### config.mk
export PLATFORM = sky130hd
export DESIGN_NAME = map_packer
export DESIGN_NICKNAME = d
export VERILOG_FILES = /design/src/map_pkg.sv /design/src/map_packer.sv
export SDC_FILE = /design/constraint.sdc
export NUM_CORES = 1
export LEC_CHECK = 0
export CAP_MARGIN = 20
export CORE_ASPECT_RATIO = 1.25
export CORE_MARGIN = 2
export CORE_UTILIZATION = 60
export CTS_CLUSTER_DIAMETER = 50
export DETAILED_ROUTE_END_ITERATION = 16
export DONT_BUFFER_PORTS = 1
export PLACE_DENSITY = 0.74
export SETUP_SLACK_MARGIN = 0.1
export SYNTH_ARGS = -nofsm -noshare
export SYNTH_HDL_FRONTEND = slang
export SYNTH_SLANG_ARGS = --single-unit
### constraint.sdc
create_clock -name i_clk -period 9.6 [get_ports i_clk]
set_clock_uncertainty 0.05 [all_clocks]
set_input_delay 1.44 -clock i_clk [delete_from_list [all_inputs] [get_ports i_clk]]
set_output_delay 1.44 -clock i_clk [all_outputs]
set_load 0.01 [all_outputs]
### src/map_pkg.sv
// Package for the memory access port packing block.
// Assumes one 50 MHz clock domain shared by all users.
package map_pkg;
    // Register select codes on the access port request
    localparam logic [1:0] CTRL_IDX   = 2'h0;
    localparam logic [1:0] ADDR_IDX   = 2'h1;
    localparam logic [1:0] DATA_IDX   = 2'h3;
    // Control word field positions
    localparam int         SIZE_LO    = 0;
    localparam int         INC_LO     = 4;
    localparam int         SPI_BIT    = 23;
    localparam int         PROT_LO    = 24;
    localparam int         GATE_BIT   = 31;
    // Access size codes
    localparam logic [2:0] SZ_BYTE    = 3'h0;
    localparam logic [2:0] SZ_HALF    = 3'h1;
    localparam logic [2:0] SZ_WORD    = 3'h2;
    // Address step mode codes
    localparam logic [1:0] INC_OFF    = 2'h0;
    localparam logic [1:0] INC_PACKED = 2'h2;
    // Reset values: privileged data attributes, gate enabled
    localparam logic [6:0] PROT_RST   = 7'h03;
    localparam logic       GATE_RST   = 1'h1;
    // Per-size address steps and packed beat counts
    localparam logic [31:0] STEP_BYTE = 32'h1;
    localparam logic [31:0] STEP_HALF = 32'h2;
    localparam logic [31:0] STEP_WORD = 32'h4;
    localparam logic [2:0] BEATS_BYTE = 3'h4;
    localparam logic [2:0] BEATS_HALF = 3'h2;
    localparam logic [2:0] BEATS_ONE  = 3'h1;
    // Transaction count that means a single word
    localparam logic [11:0] TRN_ONE   = 12'h1;

    // One memory bus access
    typedef struct packed {
        logic [31:0] addr;
        logic [31:0] wdata;
        logic [2:0]  size;
        logic [6:0]  prot;
        logic        write;
    } map_bus_t;

    // Sequencer states
    typedef enum logic [1:0] {ST_IDLE, ST_BUS, ST_SLV} map_state_t;

    // Address step for one access of a size
    function automatic logic [31:0] size_step(input logic [2:0] sz);
        case (sz)
            SZ_BYTE: size_step = STEP_BYTE;
            SZ_HALF: size_step = STEP_HALF;
            default: size_step = STEP_WORD;
        endcase
    endfunction

    // Byte lanes used by one access, little-endian
    function automatic logic [3:0] lane_mask(input logic [2:0] sz, input logic [1:0] a);
        case (sz)
            SZ_BYTE: lane_mask = 4'h1 << a;
            SZ_HALF: lane_mask = a[1] ? 4'hc : 4'h3;
            default: lane_mask = 4'hf;
        endcase
    endfunction
endpackage

### src/map_packer.sv
// Memory access port sequencer: splits data word accesses into packed bus accesses.
// Assumes the debug port holds a request for one cycle and waits for o_ap_ack,
// and the memory bus answers each held o_bus_req with a one-cycle i_bus_ack.
`timescale 1ns/1ps

// Functional notes
// - Step mode packed code enables packing
// - Size code selects byte or halfword
// - Packed word size gives one access
// - Byte writes use lane from address
// - Address advances by size after success, held when step mode is off
// - Halfword reads land in addressed half
// - Read completes only when word filled
// - Bus error halts sequence, reports error
// - Compare only on fully packed word
// - Counted transactions each fully packed
// - Gate bit reads zero when unused
// - Slave accesses muxed, address bit forced
// - Gate bit enables slave port
// - Gate bit drives gating output otherwise
// - Attribute field drives bus protection
// - Secure debug indicator readable
module map_packer #(
    parameter bit HAS_SLAVE_PORT = 1'b1,  // Slave memory port fitted
    parameter bit HAS_GATE       = 1'b0   // Gating output fitted
) (
    input  wire logic              i_clk,
    input  wire logic              i_rst,
    input  wire logic              i_ap_req,
    input  wire logic              i_ap_write,
    input  wire logic              i_ap_cmp,
    input  wire logic [1:0]        i_ap_idx,
    input  wire logic [31:0]       i_ap_wdata,
    input  wire logic [11:0]       i_ap_cnt,
    output logic                   o_ap_ack,
    output logic                   o_ap_err,
    output logic [31:0]            o_ap_rdata,
    output logic                   o_cmp_valid,
    output logic                   o_cmp_equal,
    output logic                   o_bus_req,
    output map_pkg::map_bus_t      o_bus,
    input  wire logic              i_bus_ack,
    input  wire logic              i_bus_err,
    input  wire logic [31:0]       i_bus_rdata,
    input  wire logic              i_sp_req,
    input  map_pkg::map_bus_t      i_sp,
    output logic                   o_sp_ack,
    output logic                   o_sp_err,
    output logic [31:0]            o_sp_rdata,
    input  wire logic              i_secure_debug_en,
    output logic                   o_software_debug_gate_signal
);
    import map_pkg::*;

    localparam bit GATE_USED = HAS_SLAVE_PORT | HAS_GATE;

    map_state_t  st_q;       // Sequencer state
    logic [2:0]  size_q;     // Control word size field
    logic [1:0]  inc_q;      // Control word step mode
    logic [6:0]  prot_q;     // Bus protection attributes
    logic        gate_q;     // Software debug gate bit
    logic [31:0] xaddr_q;    // Transfer address
    logic [31:0] dword_q;    // Data word being packed
    logic [31:0] cmp_q;      // Pushed compare value
    logic [2:0]  beats_q;    // Accesses left in this word
    logic [11:0] trn_q;      // Word transactions left
    logic        wr_q;       // Current word is a write
    logic        pcmp_q;     // Current word is a pushed compare
    logic [3:0]  mask;       // Lanes of the current access
    logic [31:0] rd_word;    // Word with this read merged in
    logic [31:0] xaddr_next; // Address after a good access
    logic [2:0]  beats_new;  // Accesses per word at start
    logic [31:0] ctrl_rd;    // Control word read value
    logic        last_beat;  // Good ack closes the word

    // Lanes follow the low address bits of each access
    assign mask = lane_mask(size_q, xaddr_q[1:0]);

    // Read merge, one generate entry per byte lane
    genvar g;
    generate
        for (g = 0; g < 4; g++) begin : g_lane
            assign rd_word[8*g +: 8] = mask[g] ? i_bus_rdata[8*g +: 8] : dword_q[8*g +: 8];
        end
    endgenerate

    assign xaddr_next = (inc_q == INC_OFF) ? xaddr_q : xaddr_q + size_step(size_q);
    assign beats_new = (inc_q != INC_PACKED) ? BEATS_ONE :
                       (size_q == SZ_BYTE)   ? BEATS_BYTE :
                       (size_q == SZ_HALF)   ? BEATS_HALF : BEATS_ONE;
    assign last_beat = (st_q == ST_BUS) && i_bus_ack && !i_bus_err && (beats_q == BEATS_ONE);

    // gate bit reads zero when unused
    always_comb begin
        ctrl_rd                  = '0;
        ctrl_rd[SIZE_LO +: 3]    = size_q;
        ctrl_rd[INC_LO +: 2]     = inc_q;
        ctrl_rd[SPI_BIT]         = i_secure_debug_en;
        ctrl_rd[PROT_LO +: 7]    = prot_q;
        ctrl_rd[GATE_BIT]        = GATE_USED & gate_q;
    end

    // Control word fields, written only when idle
    always_ff @(posedge i_clk or posedge i_rst) begin
        if (i_rst) begin
            size_q <= SZ_WORD;
            inc_q  <= INC_OFF;
            prot_q <= PROT_RST;
            gate_q <= GATE_RST;
        end else if (st_q == ST_IDLE && i_ap_req && i_ap_write && i_ap_idx == CTRL_IDX) begin
            size_q <= i_ap_wdata[SIZE_LO +: 3];
            inc_q  <= i_ap_wdata[INC_LO +: 2];
            prot_q <= i_ap_wdata[PROT_LO +: 7];
            gate_q <= i_ap_wdata[GATE_BIT];
        end
    end

    // gating output follows the gate bit with HAS_GATE set, held low when a slave port is fitted
    always_ff @(posedge i_clk or posedge i_rst) begin
        if (i_rst) begin
            o_software_debug_gate_signal <= HAS_GATE & !HAS_SLAVE_PORT & GATE_RST;
        end else begin
            o_software_debug_gate_signal <= HAS_GATE & !HAS_SLAVE_PORT & gate_q;
        end
    end

    // Transfer address: software writes, hardware steps
    always_ff @(posedge i_clk or posedge i_rst) begin
        if (i_rst) begin
            xaddr_q <= '0;
        end else if (st_q == ST_IDLE && i_ap_req && i_ap_write && i_ap_idx == ADDR_IDX) begin
            // debugger may clear bit 31 here
            xaddr_q <= i_ap_wdata;
        end else if (st_q == ST_BUS && i_bus_ack && !i_bus_err) begin
            xaddr_q <= xaddr_next;
        end
    end

    // Data word: loaded by writes, packed by reads
    always_ff @(posedge i_clk or posedge i_rst) begin
        if (i_rst) begin
            dword_q <= '0;
            cmp_q   <= '0;
        end else if (st_q == ST_IDLE && i_ap_req && i_ap_idx == DATA_IDX) begin
            dword_q <= i_ap_write ? i_ap_wdata : '0;
            cmp_q   <= i_ap_wdata;
        end else if (st_q == ST_BUS && i_bus_ack && !i_bus_err && !wr_q) begin
            dword_q <= last_beat ? '0 : rd_word;  // Next word starts clean
        end
    end

    // Sequencer, bus master and answers
    always_ff @(posedge i_clk or posedge i_rst) begin
        if (i_rst) begin
            st_q        <= ST_IDLE;
            beats_q     <= BEATS_ONE;
            trn_q       <= TRN_ONE;
            wr_q        <= 1'b0;
            pcmp_q      <= 1'b0;
            o_bus_req   <= 1'b0;
            o_bus       <= '0;
            o_ap_ack    <= 1'b0;
            o_ap_err    <= 1'b0;
            o_ap_rdata  <= '0;
            o_cmp_valid <= 1'b0;
            o_cmp_equal <= 1'b0;
            o_sp_ack    <= 1'b0;
            o_sp_err    <= 1'b0;
            o_sp_rdata  <= '0;
        end else begin
            // Answers are one-cycle pulses by default
            o_ap_ack    <= 1'b0;
            o_ap_err    <= 1'b0;
            o_cmp_valid <= 1'b0;
            o_sp_ack    <= 1'b0;
            o_sp_err    <= 1'b0;
            case (st_q)
                ST_IDLE: begin
                    if (i_ap_req && i_ap_idx == DATA_IDX) begin
                        // Start a word; count zero means one word
                        wr_q       <= i_ap_write & !i_ap_cmp;
                        pcmp_q     <= i_ap_cmp;
                        beats_q    <= beats_new;
                        trn_q      <= (i_ap_cnt == '0) ? TRN_ONE : i_ap_cnt;
                        o_bus      <= '{addr: xaddr_q, wdata: i_ap_wdata, size: size_q,
                                        prot: prot_q, write: i_ap_write & !i_ap_cmp};
                        o_bus_req  <= 1'b1;
                        st_q       <= ST_BUS;
                    end else if (i_ap_req) begin
                        // Register access answers next cycle
                        o_ap_ack   <= 1'b1;
                        o_ap_err   <= (i_ap_idx != CTRL_IDX) && (i_ap_idx != ADDR_IDX);
                        o_ap_rdata <= i_ap_write ? '0 : (i_ap_idx == CTRL_IDX) ? ctrl_rd :
                                      (i_ap_idx == ADDR_IDX) ? xaddr_q : '0;
                    end else if (i_sp_req && !o_sp_ack && HAS_SLAVE_PORT && gate_q) begin
                        // slave access, bit 31 forced low
                        // A request still up while its answer stands is the old one
                        o_bus      <= '{addr: {1'b0, i_sp.addr[30:0]}, wdata: i_sp.wdata,
                                        size: i_sp.size, prot: i_sp.prot, write: i_sp.write};
                        o_bus_req  <= 1'b1;
                        st_q       <= ST_SLV;
                    end else if (i_sp_req && !o_sp_ack) begin
                        o_sp_ack   <= 1'b1;
                        o_sp_err   <= 1'b1;
                    end
                end
                ST_BUS: begin
                    if (i_bus_ack && i_bus_err) begin
                        o_bus_req  <= 1'b0;
                        o_ap_ack   <= 1'b1;
                        o_ap_err   <= 1'b1;
                        o_ap_rdata <= '0;
                        st_q       <= ST_IDLE;
                    end else if (i_bus_ack && beats_q != BEATS_ONE) begin
                        // next beat, lane from next address
                        beats_q    <= beats_q - BEATS_ONE;
                        o_bus.addr <= xaddr_next;
                    end else if (i_bus_ack) begin
                        o_cmp_valid <= pcmp_q;
                        o_cmp_equal <= pcmp_q & (rd_word == cmp_q);
                        if (trn_q == TRN_ONE) begin
                            o_bus_req  <= 1'b0;
                            o_ap_ack   <= 1'b1;
                            o_ap_rdata <= wr_q ? '0 : rd_word;
                            st_q       <= ST_IDLE;
                        end else begin
                            trn_q      <= trn_q - TRN_ONE;
                            beats_q    <= beats_new;
                            o_bus.addr <= xaddr_next;
                        end
                    end
                end
                ST_SLV: begin
                    if (i_bus_ack) begin
                        // Slave answer passes straight back
                        o_bus_req  <= 1'b0;
                        o_sp_ack   <= 1'b1;
                        o_sp_err   <= i_bus_err;
                        o_sp_rdata <= i_bus_rdata;
                        st_q       <= ST_IDLE;
                    end
                end
                default: st_q <= ST_IDLE;
            endcase
        end
    end

    // Checks on the sequencer
    pack_beats_a: assert property (@(posedge i_clk) disable iff (i_rst)
        (st_q == ST_IDLE && i_ap_req && i_ap_idx == DATA_IDX && inc_q == INC_PACKED && size_q == SZ_BYTE)
        |=> (beats_q == BEATS_BYTE)) else $error("packed byte word not four beats");
    size_field_a: assert property (@(posedge i_clk) disable iff (i_rst)
        (st_q == ST_BUS) |-> (o_bus.size == size_q)) else $error("bus size differs from size field");
    word_single_a: assert property (@(posedge i_clk) disable iff (i_rst)
        (st_q == ST_IDLE && i_ap_req && i_ap_idx == DATA_IDX && size_q == SZ_WORD)
        |=> (beats_q == BEATS_ONE)) else $error("word size not one access");
    write_data_a: assert property (@(posedge i_clk) disable iff (i_rst)
        (st_q == ST_BUS && o_bus.write) |-> (o_bus.wdata == dword_q)) else $error("write lanes lost");
    addr_step_a: assert property (@(posedge i_clk) disable iff (i_rst)
        (st_q == ST_BUS && i_bus_ack && !i_bus_err && inc_q == INC_PACKED && size_q == SZ_HALF)
        |=> (xaddr_q == $past(xaddr_q) + STEP_HALF)) else $error("halfword step not two");
    half_lane_a: assert property (@(posedge i_clk) disable iff (i_rst)
        (st_q == ST_BUS && i_bus_ack && !i_bus_err && !wr_q && size_q == SZ_HALF && xaddr_q[1]
         && beats_q != BEATS_ONE) |=> (dword_q[31:16] == $past(i_bus_rdata[31:16])))
        else $error("upper half not packed");
    read_wait_a: assert property (@(posedge i_clk) disable iff (i_rst)
        (st_q == ST_BUS && i_bus_ack && !i_bus_err && beats_q != BEATS_ONE) |=> !o_ap_ack)
        else $error("answer before word filled");
    err_halt_a: assert property (@(posedge i_clk) disable iff (i_rst)
        (st_q == ST_BUS && i_bus_ack && i_bus_err) |=> (o_ap_ack && o_ap_err && !o_bus_req))
        else $error("error did not halt sequence");
    cmp_whole_a: assert property (@(posedge i_clk) disable iff (i_rst)
        o_cmp_valid |-> $past(last_beat)) else $error("compare on partial word");
    slave_addr_a: assert property (@(posedge i_clk) disable iff (i_rst)
        (st_q == ST_SLV && o_bus_req) |-> !o_bus.addr[31]) else $error("slave address bit 31 set");
    gate_read_a: assert property (@(posedge i_clk) disable iff (i_rst)
        !GATE_USED |-> !ctrl_rd[GATE_BIT]) else $error("unused gate bit reads one");

    packed_byte_c: cover property (@(posedge i_clk) disable iff (i_rst)
        last_beat && inc_q == INC_PACKED && size_q == SZ_BYTE);
    bus_error_c:   cover property (@(posedge i_clk) disable iff (i_rst)
        st_q == ST_BUS && i_bus_ack && i_bus_err);
    counted_c:     cover property (@(posedge i_clk) disable iff (i_rst)
        last_beat && trn_q != TRN_ONE);
    slave_c:       cover property (@(posedge i_clk) disable iff (i_rst) o_sp_ack && !o_sp_err);
endmodule

==> impl_metrics.tcl <==
set metrics [dict create \
    status "finished, final reports clean" \
    nFillCells 1906 \
    hold-worst-slack_ns 0.429 \
    dp_slack_ns 5.57 \
    yosysUniqueCellTypes 73 \
    timing.critical_path.arrival_ns 4.22 \
    worst-path-max-fanout 7 \
    rsz0062_at_grt "no" \
    postRouteAntennaNets 0 \
    hpwl_mm 29.6 \
    wirelength_mm 41.0 \
    drive_gt1_share_pct 11.6 \
    fin_util_pct 65.5 \
    fin_setup_tns_ns 0 \
    period_minus_slack_ns 3.86 \
    synthesis.nets 1711 \
    layout_common_cells "dfrtp_1 (268), nand2_1 (211), nor2_1 (149), o21ai_0 (132), a21oi_1 (117)" \
    clk_latency_ns 0.56 \
    crit_type "flip-flop to flip-flop" \
    routedWlPerCell_microns 22.9 \
    cp-end-kind "flip-flop" \
    startpoint "size_q[2]$_DFFE_PP0P_" \
    worst-slew-pin-transition_ns 0.983 \
    ys_seq_area_share_pct 47.8 \
    slowest_delay_ns 0.74 \
    clk_pin_slew_worst_paths_ns 0.06 \
    fin_ws_ns 5.74 \
    synth_area_sq_um 14400 \
    grt_util_all_layers_pct 32.1 \
    slew_headroom_pct 34.5 \
    htreeDepth 1 \
    vias_per_cell 6.39 \
    required_ns 9.95 \
    num_vias 11468 \
    initial_core_util_pct 60.7 \
    fin_crit_sh_pct 40.2 \
    drv_cap 0 \
    diodes 0 \
    setup_viol_count_final 0 \
    gr-total-overflow 0 \
    drc 0 \
    synth-seq-cells 274 \
    die_h_microns 177 \
    grt_pass1_vias 10987 \
    hp-start "dword_q[0]$_DFFE_PP0P_" \
    cts_tree "done" \
    clock_sinks 274 \
    dr.pass1.iters 5 \
    ir_worst_vdd_mv 0.194 \
    crit_chain "or2_1 -> nor2_1 -> inv_1 -> fa_1 -> nor2b_1 -> o21ai_0 -> or4_1 -> or2_1 -> nor2_1 -> xnor2_1 -> a21oi_1" \
    rows 63 \
    synth_edf_count 0 \
    io_pins 309 \
    cp-start-kind "flip-flop" \
    ys.warnings.count 0 \
    gp_congestion 0.914 \
    reg2reg_slack_ns 5.74 \
    grt_util_met2_pct 50.0 \
    portBuffers 0 \
    area_growth_pct 7.93 \
    ctsResizeCount 0 \
    rr_startpoint "size_q[2]$_DFFE_PP0P_" \
    cts.path.max_buffers 3 \
    async_flop_share_pct 100 \
    r2r_cells 11 \
    r2r-end "xaddr_q[26]$_DFFE_PP0P_" \
    fmax_mhz 259 \
    slew_viol_final 0 \
    grt_use_met3_pct 7.63 \
    final-hold-violation-count 0 \
    endpoint "xaddr_q[26]$_DFFE_PP0P_" \
    synth_flop_cell "dfrtp_1" \
    p_leak_nw 6.91 \
    cts_setup_buffers 0 \
    drtIter0Drc 1038 \
    crit_cells 11 \
    grt_max_degree 137 \
    antenna_found_initial 1 \
    die_area_sq_um 25200 \
    synthCells 1535 \
    die_w_microns 142 \
    core_sq_um 23600 \
    mostFrequentLayoutCell "dfrtp_1" \
    powerDensity_nw_per_um2 346 \
    crit_slowest_cell "or4_1" \
    final_nets 1654 \
    grt_pass1_wl_mm 62.8 \
    syn_avg_cell_area_sq_um 9.36 \
    clock-root-buffer "clkbuf_16" \
    crit_family "simple AND/OR/NAND/NOR gates" \
    cp_num_buf_inv 1 \
    top_usage_layer "met2" \
    grtUsageMet1_pct 44.0 \
    hp-class "flip-flop to flip-flop" \
    cts_buffers 30 \
    cts_hold_buf 0 \
]
[worst min-delay path: cells and delay by family, from the launching register on]
kind             cells  cell delay (ns)
flip-flops           1             0.34
AO/OA/AOI/OAI        1             0.06
AND/OR/NAND/NOR      1             0.04
[worst min path at each step]
stage / end / slack, ns / cells after the start
global placement: dword_q[0]$_DFFE_PP0P_ / 0.41 / 2
CTS: dword_q[0]$_DFFE_PP0P_ / 0.43 / 2
detailed placement: dword_q[0]$_DFFE_PP0P_ / 0.42 / 2
finish: dword_q[0]$_DFFE_PP0P_ / 0.43 / 2
global route: dword_q[14]$_DFFE_PP0P_ / 0.47 / 2
floorplan: dword_q[0]$_DFFE_PP0P_ / 0.39 / 2
[state kept, by name (all words and copies together) (netlist names), 2 cells and up]
signal      cells
o_bus          75
o_ap_rdata     32
cmp_q          32
xaddr_q        32
trn_q          12
st_q            2
size_q          3
beats_q         3
prot_q          7
inc_q           2
o_sp_rdata     32
dword_q        32
[metal layers]
metal / routed length (microns) / vias to the layer above
met1: 16600 / 5541
met5: 13 / -
met4: 1630 / 2
met3: 3970 / 99
li1: - / 5253
met2: 18900 / 573
[cells in the mapped netlist, drive strengths merged (2+ instances only)]
library cell / n / share of area [%]
a22oi: 5 / 0.26
mux2i: 75 / 5.3
ha: 13 / 1.1
o22a: 4 / 0.24
inv: 34 / 0.89
dfstp: 6 / 1.1
nor4: 13 / 0.57
o22ai: 5 / 0.22
o21ai: 152 / 5.3
and3: 26 / 1.1
mux2: 76 / 6.0
nand2b: 5 / 0.22
xnor2: 45 / 2.7
a21o: 15 / 0.79
a31oi: 7 / 0.35
buf: 23 / 0.90
a21oi: 117 / 4.1
nand4: 2 / 0.087
a311oi: 4 / 0.24
nor3: 20 / 0.70
dfrtp: 268 / 47
o31ai: 9 / 0.47
nor2: 149 / 3.9
a222oi: 3 / 0.21
nand3: 29 / 1.0
o21a: 8 / 0.42
nor3b: 3 / 0.16
or4: 3 / 0.16
and2: 3 / 0.13
o21bai: 2 / 0.10
or3: 9 / 0.39
nor2b: 4 / 0.17
o211ai: 4 / 0.21
clkbuf: 85 / 2.2
o221ai: 4 / 0.24
a221oi: 16 / 0.98
o41ai: 2 / 0.17
nand2: 214 / 5.6
xor2: 31 / 2.0
o2bb2ai: 2 / 0.12
a211oi: 14 / 0.77
or2: 6 / 0.26
nand3b: 3 / 0.16
[cell type report]
class,count,area (sq um),share of cell area (%)
clock inverter,16,161,1.04
timing repair buffer,19,175,1.13
sequential,274,6860,44.3
multi-input combinational,1119,6970,45.0
tap,292,365,2.36
inverter,34,135,0.872
clock buffer,40,830,5.35
[power by group]
group / switching [mW] / internal [mW]
sequential: 0.705 / 1.72
combinational: 1.01 / 0.778
clock: 0.491 / 0.668
total: 2.21 / 3.16
[through the flow]
stage / area, sq um / std cells / power, mW
floorplan: 14400 / 1535 / 3.67
global placement: 14500 / 1735 / 4.09
detailed placement: 14500 / 1736 / 4.18
CTS: 15500 / 1792 / 5.35
global route: 15500 / 1794 / 5.70
finish: 15500 / 1794 / 5.37
[logic make-up after synthesis]
group / Yosys count / synth area share [%]
buffers and inverters: 142 / 4.01
XOR/XNOR: 76 / 4.77
other: 1 / 0.0261
multiplexers: 151 / 11.2
adder cells (fa/ha/maj): 14 / 1.27
flip-flops: 274 / 47.8
AND/OR/NAND/NOR: 495 / 15.0
AO/OA/AOI/OAI: 382 / 15.9
No activity file was read; power rests on OpenSTA's default activity.
